===== config.mk =====
export PLATFORM = sky130hd
export DESIGN_NAME = host_cmd_status
export DESIGN_NICKNAME = d
export VERILOG_FILES = /design/src/design/host_cmd_sts_pkg.sv /design/src/design/reg_wr_if.sv /design/src/design/host_cmd_reg.sv /design/src/design/host_sts_flags.sv /design/src/design/host_cmd_status.sv
export SDC_FILE = /design/constraint.sdc
export NUM_CORES = 1
export LEC_CHECK = 0
export BUFFER_PORTS_ARGS = -buffer_cell sky130_fd_sc_hd__buf_2
export CORE_UTILIZATION = 45
export DETAILED_ROUTE_END_ITERATION = 12
export PLACE_DENSITY = 0.78
export SLEW_MARGIN = 0
export SYNTH_ARGS = -nofsm -noshare
export SYNTH_HDL_FRONTEND = slang
export SYNTH_HIERARCHICAL = 1
export SYNTH_SLANG_ARGS = --single-unit

===== constraint.sdc =====
create_clock -name sys_clk -period 2.1 [get_ports sys_clk]
set_input_delay 0.21 -clock sys_clk [delete_from_list [all_inputs] [get_ports sys_clk]]
set_output_delay 0.21 -clock sys_clk [all_outputs]
set_load 0.03 [all_outputs]

===== src/design/host_cmd_sts_pkg.sv =====
// Purpose: Shared constants for the host command and status registers
// Assumes: 100 MHz sys_clk, 32-bit register words
// Notes: Offsets are byte addresses on the processor port
`default_nettype none
package host_cmd_sts_pkg;
  // Register map
  localparam logic [7:0] CMD_OFFSET = 8'h20;
  localparam logic [7:0] STS_OFFSET = 8'h24;
  // Command fields
  localparam int RUN_BIT = 0;
  localparam int FULL_RST_BIT = 1;
  localparam int LIGHT_RST_BIT = 7;
  localparam int RATE_LSB = 16;
  localparam int RATE_MSB = 23;
  localparam logic [7:0] RATE_RESET = 8'h08;
  // Status fields
  localparam int PORT_CHG_BIT = 2;
  localparam int WRAP_BIT = 3;
  localparam int HALTED_BIT = 12;
  localparam int NUM_PORTS = 3;
  // Full reset duration
  localparam int CLK_PERIOD_NS = 10;
  localparam int FULL_RESET_NS = 320;
  localparam int FULL_RESET_CYCLES = (FULL_RESET_NS + CLK_PERIOD_NS - 1) / CLK_PERIOD_NS;
  localparam int CNT_W = 6;
  localparam logic [CNT_W-1:0] FULL_RESET_LAST = CNT_W'(FULL_RESET_CYCLES - 1);
  // Reset sequencer, Gray along idle -> full/light -> idle
  typedef enum logic [1:0] {
    ST_IDLE = 2'b00,
    ST_FULL = 2'b01,
    ST_LIGHT = 2'b10
  } rst_state_t;
endpackage
`default_nettype wire


===== src/design/reg_wr_if.sv =====
// Purpose: Write strobes and core reset shared by the register slices
// Assumes: One clock domain
// Notes: ctl_reset is driven by the command slice only
`timescale 1ns/100ps
`default_nettype none
interface reg_wr_if;
  logic wr_cmd;
  logic wr_sts;
  logic [31:0] wdata;
  logic ctl_reset;
  modport src (output wr_cmd, output wr_sts, output wdata, input ctl_reset);
  modport cmd (input wr_cmd, input wdata, output ctl_reset);
  modport sts (input wr_sts, input wdata, input ctl_reset);
endinterface
`default_nettype wire


===== src/design/host_cmd_reg.sv =====
// Purpose: Command register with run control and reset sequencer
// Assumes: Writes come from the decoder on sys_clk
// Notes: Writes during a reset sequence are ignored
`timescale 1ns/100ps
`default_nettype none
module host_cmd_reg
  import host_cmd_sts_pkg::*;
#(
  parameter bit LIGHT_IMPL = 1'b1
) (
  input wire logic sys_clk,
  input wire logic reset_n,
  reg_wr_if.cmd bus,
  output logic run_stop,
  output logic [7:0] irq_rate_limit,
  output logic full_busy,
  output logic light_busy
);
  rst_state_t state, next_state;
  logic [CNT_W-1:0] count;
  logic write_full;
  logic light_req;

  assign write_full = bus.wr_cmd && bus.wdata[FULL_RST_BIT];
  assign light_req = bus.wr_cmd && bus.wdata[LIGHT_RST_BIT] && LIGHT_IMPL && !write_full;

  ////////////////////////////////////////////////////////////////////////
  always_comb begin
    next_state = state;
    case (state)
      ST_IDLE: begin
        if (write_full) begin
          next_state = ST_FULL;
        end else if (light_req) begin
          next_state = ST_LIGHT;
        end
      end
      ST_FULL: begin
        if (count == FULL_RESET_LAST) begin
          next_state = ST_IDLE;
        end
      end
      ST_LIGHT: next_state = ST_IDLE;
      default: next_state = ST_IDLE;
    endcase
  end

  always_ff @(posedge sys_clk or negedge reset_n) begin
    if (!reset_n) begin
      state <= ST_IDLE;
    end else begin
      state <= next_state;
    end
  end

  always_ff @(posedge sys_clk or negedge reset_n) begin
    if (!reset_n) begin
      count <= '0;
    end else if (state == ST_FULL) begin
      count <= count + 1'b1;
    end else begin
      count <= '0;
    end
  end

  assign full_busy = (state == ST_FULL);
  assign light_busy = (state == ST_LIGHT);
  assign bus.ctl_reset = full_busy || light_busy;

  ////////////////////////////////////////////////////////////////////////
  // Written bits act on the next edge, not just stored
  always_ff @(posedge sys_clk or negedge reset_n) begin
    if (!reset_n) begin
      run_stop <= 1'b0;
      irq_rate_limit <= RATE_RESET;
    end else if (state != ST_IDLE || write_full || light_req) begin
      run_stop <= 1'b0;
      irq_rate_limit <= RATE_RESET;
    end else if (bus.wr_cmd) begin
      run_stop <= bus.wdata[RUN_BIT];
      irq_rate_limit <= bus.wdata[RATE_MSB:RATE_LSB];
    end
  end

  localparam int full_span = FULL_RESET_CYCLES;
endmodule
`default_nettype wire


===== src/design/host_sts_flags.sv =====
// Purpose: Sticky status flags with write-one-to-clear
// Assumes: Event inputs are one-cycle pulses on sys_clk
// Notes: A set in the clearing cycle wins
`timescale 1ns/100ps
`default_nettype none
module host_sts_flags
  import host_cmd_sts_pkg::*;
(
  input wire logic sys_clk,
  input wire logic reset_n,
  reg_wr_if.sts bus,
  input wire logic frame_list_wrap,
  input wire logic [NUM_PORTS-1:0] port_change,
  input wire logic [NUM_PORTS-1:0] companion_handoff_flag,
  input wire logic [NUM_PORTS-1:0] force_resume_rise,
  output logic frame_list_wrap_flag,
  output logic port_change_flag
);
  logic set_port;
  logic clr_wrap;
  logic clr_port;

  // Changes on ports handed to a companion do not count; resumes always do
  assign set_port = |(port_change & ~companion_handoff_flag) || |force_resume_rise;
  assign clr_wrap = bus.wr_sts && bus.wdata[WRAP_BIT];
  assign clr_port = bus.wr_sts && bus.wdata[PORT_CHG_BIT];

  ////////////////////////////////////////////////////////////////////////
  always_ff @(posedge sys_clk or negedge reset_n) begin
    if (!reset_n) begin
      frame_list_wrap_flag <= 1'b0;
    end else if (bus.ctl_reset) begin
      frame_list_wrap_flag <= 1'b0;
    end else begin
      frame_list_wrap_flag <= frame_list_wrap || (frame_list_wrap_flag && !clr_wrap);
    end
  end

  always_ff @(posedge sys_clk or negedge reset_n) begin
    if (!reset_n) begin
      port_change_flag <= 1'b0;
    end else if (bus.ctl_reset) begin
      port_change_flag <= 1'b0;
    end else begin
      port_change_flag <= set_port || (port_change_flag && !clr_port);
    end
  end
endmodule
`default_nettype wire


===== src/design/host_cmd_status.sv =====
// Purpose: Command and status register pair of the host controller
// Assumes: Processor port is synchronous to sys_clk
// Notes: Read data appears one cycle after the read strobe
`timescale 1ns/100ps
`default_nettype none
// Notes on behaviour
// - Command writes take effect immediately
// - Bits 23:16 set interrupt rate, default 8
// - Bit 7 light reset spares port state
// - Absent light reset reads bit 7 zero
// - Writing one to bit 1 resets controller
// - Bit 0 runs or stops the schedule
// - Status shows interrupts and states, not transactions
// - Flags clear on written one or controller reset
// - Bit 3 set on frame list wrap
// - Bit 2 set on port change or resume
// - Enabled flag raises interrupt, cleared by software
module host_cmd_status
  import host_cmd_sts_pkg::*;
#(
  parameter bit LIGHT_IMPL = 1'b1
) (
  input wire logic sys_clk,
  input wire logic reset_n,
  input wire logic [7:0] bus_addr,
  input wire logic bus_cs,
  input wire logic bus_wr,
  input wire logic bus_rd,
  input wire logic [31:0] bus_wdata,
  output logic [31:0] bus_rdata,
  output logic bus_rvalid,
  input wire logic frame_list_wrap,
  input wire logic [NUM_PORTS-1:0] port_change,
  input wire logic [NUM_PORTS-1:0] companion_handoff_flag,
  input wire logic [NUM_PORTS-1:0] force_resume_rise,
  input wire logic wrap_irq_enable,
  input wire logic port_irq_enable,
  input wire logic uframe_tick,
  output logic schedule_run,
  output logic core_reset,
  output logic port_reset,
  output logic irq
);
  reg_wr_if wr ();
  logic run_stop;
  logic [7:0] irq_rate_limit;
  logic full_busy;
  logic light_busy;
  logic frame_list_wrap_flag;
  logic port_change_flag;
  logic [31:0] cmd_word;
  logic [31:0] sts_word;
  logic pending;
  logic [7:0] rate_count;

  ////////////////////////////////////////////////////////////////////////
  // Decode; reserved write bits are masked by the slices, not trusted
  assign wr.wr_cmd = bus_cs && bus_wr && bus_addr == CMD_OFFSET;
  assign wr.wr_sts = bus_cs && bus_wr && bus_addr == STS_OFFSET;
  assign wr.wdata = bus_wdata;

  host_cmd_reg #(
    .LIGHT_IMPL(LIGHT_IMPL)
  ) u_cmd (
    .sys_clk(sys_clk),
    .reset_n(reset_n),
    .bus(wr.cmd),
    .run_stop(run_stop),
    .irq_rate_limit(irq_rate_limit),
    .full_busy(full_busy),
    .light_busy(light_busy)
  );

  host_sts_flags u_sts (
    .sys_clk(sys_clk),
    .reset_n(reset_n),
    .bus(wr.sts),
    .frame_list_wrap(frame_list_wrap),
    .port_change(port_change),
    .companion_handoff_flag(companion_handoff_flag),
    .force_resume_rise(force_resume_rise),
    .frame_list_wrap_flag(frame_list_wrap_flag),
    .port_change_flag(port_change_flag)
  );

  assign schedule_run = run_stop;
  assign core_reset = wr.ctl_reset;
  assign port_reset = full_busy;

  ////////////////////////////////////////////////////////////////////////
  // Read words
  assign cmd_word = {8'h00, irq_rate_limit, 8'h00, LIGHT_IMPL && light_busy, 5'h00, full_busy, run_stop};
  // Only halt state and event flags; no transaction results
  assign sts_word = {19'h00000, !run_stop, 8'h00, frame_list_wrap_flag, port_change_flag, 2'h0};

  always_ff @(posedge sys_clk or negedge reset_n) begin
    if (!reset_n) begin
      bus_rdata <= 32'h00000000;
    end else if (bus_cs && bus_rd) begin
      case (bus_addr)
        CMD_OFFSET: bus_rdata <= cmd_word;
        STS_OFFSET: bus_rdata <= sts_word;
        default: bus_rdata <= 32'h00000000;
      endcase
    end
  end

  always_ff @(posedge sys_clk or negedge reset_n) begin
    if (!reset_n) begin
      bus_rvalid <= 1'b0;
    end else begin
      bus_rvalid <= bus_cs && bus_rd;
    end
  end

  ////////////////////////////////////////////////////////////////////////
  // Interrupt gating and rate limit in microframes
  assign pending = (frame_list_wrap_flag && wrap_irq_enable) || (port_change_flag && port_irq_enable);

  always_ff @(posedge sys_clk or negedge reset_n) begin
    if (!reset_n) begin
      rate_count <= 8'h00;
    end else if (!pending) begin
      rate_count <= 8'h00;
    end else if (uframe_tick && rate_count != 8'hff) begin
      rate_count <= rate_count + 8'h01;
    end
  end

  // Held while pending, so clearing the flag is the acknowledge
  always_ff @(posedge sys_clk or negedge reset_n) begin
    if (!reset_n) begin
      irq <= 1'b0;
    end else begin
      irq <= pending && rate_count >= irq_rate_limit;
    end
  end
endmodule
`default_nettype wire


---- Yosys cells after proc, flatten, opt, wreduce, memory -nomap -nowiden ----
Index checks and enable logic that the tools add are counted.
operators by class
  add/subtract/negate cells ............... 2
  magnitude comparators ................... 1
  eq/ne operators ......................... 9
  multiplexer cells ....................... 14
  bitwise operators ....................... 2
  reduce and logical (&&, ||, !) cells .... 32
operators with widths
  operator             count
  $pmux 24 s2          1
  $mux 8               4
  $eq 8x6->1 const B   2
  $logic_and 1x1->1    15
  $add 8x1->8 const B  1
  $ge 8x8->1           1
  $ne 8x8->1 const B   1
  $logic_or 1x1->1     7
  $add 6x1->6 const B  1
  $eq 6x5->1 const B   1
  $mux 2               3
  $mux 6               1
  $reduce_or 3->1      2
  $logic_not 1->1      4
  $mux 1               4
  $ne 2x1->1 const B   2
  $pmux 2 s2           1
  $reduce_bool 2->1    2
  $and 3x3->3          1
  $ne 3x1->1 const B   1
  $not 3->3            1
  $eq 2x1->1 const B   1
  $eq 2x2->1 const B   1
  $logic_not 2->1      1
  $reduce_and 2->1     1
word-level totals
  register bits ........................... 61
  input bits .............................. 58
  output and inout port bits .............. 37
  word-level logic and storage cells ...... 70

---- Depth between registers and ports, before layout ----
  depth after elaboration ................. 8
  gate-level depth with buffers ........... 7
  mapped depth without buffers ............ 6

---- Hierarchy ----
The synthesis kept the hierarchy.
by module, submodules not included
  module           times used  cells an instance  area an instance (um2)  sequential area each (um2)
  host_cmd_status  1           151                1407.6                  600.6
  host_cmd_reg     1           69                 792.0                   426.7
  host_sts_flags   1           12                 107.6                   50.0

---- Worst setup path before layout ----
Ideal clock, no wire load.
  path kind ............................... reg2reg
  from .................................... register rate_count[0]
  to ...................................... register irq
  library setup time ...................... 0.124 ns
  arrival time ............................ 1.491 ns
  required time ........................... 1.976 ns
  path slack .............................. 0.485 ns
  stages on the path, launching flop included .. 7
  buffers on the path ..................... 0
  period minus slack after synthesis ...... 1.615 ns
  cells stage by stage .................... dfrtp_1 inv_1 ha_1 nand2b_1 a2111oi_0 nor3_1 o31a_1
on the way
  word-level cells in the longest chain between the ends .. 2
RTL lines
  element                   line                    source
  start: declaration        host_cmd_status.sv:54   logic [7:0] rate_count;
  start signal: assignment  host_cmd_status.sv:126  rate_count <= rate_count + 8'h01;
  $ge 8x8->1                host_cmd_status.sv:135  irq <= pending && rate_count >= irq_rate_limit;
  $logic_and 1x1->1         host_cmd_status.sv:135
  end signal: assignment    host_cmd_status.sv:135
  end: declaration          host_cmd_status.sv:42   output logic irq
Every way passes these cells.
A chain may end at the register's enable or synchronous reset.

---- Final worst setup path ----
Ends and elaborated chain as after synthesis.

==> results_tabular.tex <==
\begin{tabular}{lr}
\hline
Metric & Value \\
\hline
\multicolumn{2}{l}{\textbf{Clock tree}} \\
Clk slew on worst S/H paths & 80 ps \\
Buffers inserted during post-CTS setup optimization & 0 \\
Inserted Clock Buffers & 5 \\
Master cell of the clock root buffer & sky130\_fd\_sc\_hd\_\_clkbuf\_8 \\
Number of H-tree levels & 2 \\
Max Buffers Root-to-Sink & 2 \\
Clock tree from TritonCTS & built \\
Post-cts sizing count & 0 \\
TritonCTS Sinks & 43 \\
Total of hold buffers inserted after clock tree synthesis & 1 \\
Clock latency on the worst-skew pair & just under 300 ps \\
\multicolumn{2}{l}{\textbf{Synthesis}} \\
Asr flop ratio synth & 100\% \\
Multiplexer share of the synthesized area & 4.34\% \\
Synthesized area & 2310 um\^{}2 \\
Avg Cell Area, Syn & 9.94 um\^{}2 \\
Number of synthesized register bits & 43 \\
Warning count from the yosys run & 6 \\
Number of cells produced by synthesis & 232 \\
Largest family of logic cells by synthesized area & simple AND/OR/NAND/NOR gates \\
XOR/XNOR Fraction of Synth Area & 2.28\% \\
Distinct cells, synth & 46 \\
Number of enable-type register cells in the synthesized netlist & 0 \\
Simple-gate portion of the synthesized area & 16.8\% \\
Fraction of the yosys area taken by sequential cells & 46.7\% \\
Compound-cell area share of the yosys netlist & 13.8\% \\
Share of synthesized cell area in full adder, half adder and majority cells & 7.05\% \\
Primary FF master, synth & sky130\_fd\_sc\_hd\_\_dfrtp\_1 \\
\multicolumn{2}{l}{\textbf{Timing}} \\
Final setup viols & 0 \\
Final Hold Vio Count & 0 \\
Final period demand of the worst path & 1810 ps \\
Worst hold-check slack & 132 ps \\
Setup repair after global routing missed its margin & no \\
Sum Neg Setup Slack & 0 ps \\
Final critical-path setup slack & 287 ps \\
Fmax & about 0.55 GHz \\
Final Slew Violations & 0 \\
Skew final & 6.83 ps \\
Final worst-path cycle share & 86.3\% \\
\multicolumn{2}{l}{\textbf{GRT}} \\
Global-route total usage across every layer & 19.0\% \\
Maximum number of pins on one net before global-route repair & 44 \\
Number of global-route vias before repair & $\sim$1800 \\
Number of antenna violations at the first check in global routing & 0 \\
Global-route wire length before repair & 7.82 mm \\
Global-route congestion overflow total & 0 \\
\multicolumn{2}{l}{\textbf{Power and ir drop}} \\
Total power density per cell area & 739 nW/um\^{}2 \\
Total power draw & 2.06 mW \\
Maximum resistive drop on vdd & 0.538 mV \\
Pleak & 1.37 nW \\
\multicolumn{2}{l}{\textbf{Critical path}} \\
Data required time at the worst endpoint & 2280 ps \\
Startpoint-to-endpoint class of the critical path & reg -> reg \\
Kind of start point of the critical path & flop \\
WP data arrival & 2000 ps \\
Max FO, Critical Path & 3 \\
Critical path capture point type & flop \\
\multicolumn{2}{l}{\textbf{Cells and area}} \\
Util after Layout & 57.9\% \\
Synth-to-Final Area Change & 20.8\% \\
Fraction of final layout cells sized beyond drive strength 1 & a little over a quarter \\
Fill count & 456 \\
Design area & 2790 um\^{}2 \\
Leading cell types in the layout, fill and taps excluded & sky130\_fd\_sc\_hd\_\_buf\_2 (57), sky130\_fd\_sc\_hd\_\_dfrtp\_1 (42), sky130\_fd\_sc\_hd\_\_nand2\_1 (29), sky130\_fd\_sc\_hd\_\_conb\_1 (18), sky130\_fd\_sc\_hd\_\_nor2\_1 (17) \\
Number of cells in the finished layout apart from fillers & 366 \\
Inserted Diodes & 0 \\
Leading cell type in the layout, fill and taps excluded & sky130\_fd\_sc\_hd\_\_buf\_2 \\
Number of nets in the layout & 369 \\
\multicolumn{2}{l}{\textbf{Drt}} \\
Drt drc & 0 \\
Overall routed net length & around 4.6 mm \\
Vias/cell & 4.99 \\
Initial DRC count & 88 \\
Remaining antenna violation count & 0 \\
Total number of vias & 1828 \\
Number of detailed-routing iterations run before antenna repair & 4 \\
Post-DR wirelength/cell & 12.7 um \\
\multicolumn{2}{l}{\textbf{Floorplan}} \\
CORE AREA & 4820 um\^{}2 \\
Count of standard-cell rows & 25 \\
Chip Width & 73.6 um \\
Effective utilization at floorplan & a little under half \\
Top-level I/O count & 95 \\
Vertical extent of the die & between 70 and 80 um \\
Die area & 5420 um\^{}2 \\
\multicolumn{2}{l}{\textbf{Status}} \\
Outcome & finished, final reports clean \\
\multicolumn{2}{l}{\textbf{Hold path}} \\
Worst hold-check path type & in -> reg \\
\multicolumn{2}{l}{\textbf{Placement}} \\
Placer congestion estimate & 0.834 \\
Cell Area, Placed & 2650 um\^{}2 \\
Detailed placement HPWL & 3.54 mm \\
Number of cells after detailed placement & 357 \\
Number of buffers inserted by port buffering & 57 \\
Worst slack after detailed placement & 291 ps \\
\multicolumn{2}{l}{\textbf{Run}} \\
Number of max-cap violations & 0 \\
\hline
\end{tabular}
[area by class of cell]
cell class	count	area, um^2	share of cell area (%)
multi-input combinational	170	1090	39.0
sequential	43	1080	38.6
timing repair buffer	64	353	12.7
tap	67	83.8	3.01
clock buffer	6	72.6	2.60
clock inverter	2	60.1	2.15
inverter	14	52.6	1.89
[layer usage]
layer	global-route usage (%)	part of all wire, %	wire, um
met3	2.88	5.8	268
met4	8.97	2.6	122
met1	26.0	47	2160
met5	0	0	0
met2	29.8	45	2080
[registers in the layout (all words and copies together), names as in the netlist]
register / cells
bus_rdata: 14
rate_count: 8
u_cmd/irq_rate_limit: 8
u_cmd/count: 6
u_cmd/state: 2
bus_rvalid: 1
irq: 1
u_cmd/run_stop: 1
u_sts/frame_list_wrap_flag: 1
u_sts/port_change_flag: 1
[report_power, final]
part           internal, mW  total (mW)  switching (mW)
combinational         0.138       0.390           0.252
sequential            0.875       0.923          0.0483
clock                 0.475       0.748           0.272
total                  1.49        2.06           0.573
[final timing paths]
path | startpoint | endpoint | slack (ps) | cells past startpoint
worst min register to register | bus_rdata[23]$_DFFE_PN0P_ | bus_rdata[23]$_DFFE_PN0P_ | 480 | 2
min in group asynchronous | reset_n | u_cmd/count[4]$_DFF_PN0_ | 410 | 3
worst max register to register | rate_count[0]$_DFFE_PN0P_ | irq$_DFF_PN0_ | 290 | 6
max in group asynchronous | reset_n | u_cmd/irq_rate_limit[3]$_DFFE_PN1P_ | 1430 | 3
worst min-delay path | frame_list_wrap | u_sts/frame_list_wrap_flag$_DFF_PN0_ | 130 | 3
worst max-delay path | rate_count[0]$_DFFE_PN0P_ | irq$_DFF_PN0_ | 290 | 6
[kinds of logic (layout without fill, tap and decap cells)]
kind of cell	after synthesis	in the layout
AO/OA/AOI/OAI	43	43
XOR/XNOR	6	6
adder cells (fa/ha/maj)	13	13
buffers and inverters	36	86
flip-flops	43	43
multiplexers	10	10
other	1	18
AND/OR/NAND/NOR	80	80
[critical path, cell delays in order (launching register included)]
cell	delay [ps]
sky130_fd_sc_hd__dfrtp_1	410
sky130_fd_sc_hd__inv_1	110
sky130_fd_sc_hd__ha_1	240
sky130_fd_sc_hd__nand2b_1	140
sky130_fd_sc_hd__a2111oi_0	410
sky130_fd_sc_hd__nor3_1	140
sky130_fd_sc_hd__o31a_1	260
[Yosys cell counts (2+ instances only)]
cell,number,area share (%)
sky130_fd_sc_hd__xor2_1,2,0.76
sky130_fd_sc_hd__a21oi_1,7,1.5
sky130_fd_sc_hd__nor3_1,5,1.1
sky130_fd_sc_hd__o211ai_1,3,0.98
sky130_fd_sc_hd__o31ai_2,5,2.7
sky130_fd_sc_hd__xnor2_1,4,1.5
sky130_fd_sc_hd__mux2i_1,10,4.3
sky130_fd_sc_hd__nand2b_1,2,0.54
sky130_fd_sc_hd__a21boi_0,2,0.65
sky130_fd_sc_hd__and2_1,4,1.1
sky130_fd_sc_hd__nor2_1,17,2.8
sky130_fd_sc_hd__nor2b_1,2,0.54
sky130_fd_sc_hd__inv_1,14,2.3
sky130_fd_sc_hd__buf_2,2,0.43
sky130_fd_sc_hd__nand2_1,29,4.7
sky130_fd_sc_hd__o21ai_1,8,1.7
sky130_fd_sc_hd__buf_4,18,5.9
sky130_fd_sc_hd__o31ai_1,3,0.98
sky130_fd_sc_hd__o21ai_0,3,0.65
sky130_fd_sc_hd__nand3_1,12,2.6
sky130_fd_sc_hd__ha_1,13,7.1
sky130_fd_sc_hd__nand4_1,2,0.54
sky130_fd_sc_hd__dfrtp_1,42,46
Note: power is estimated with default switching activity, not from simulation.
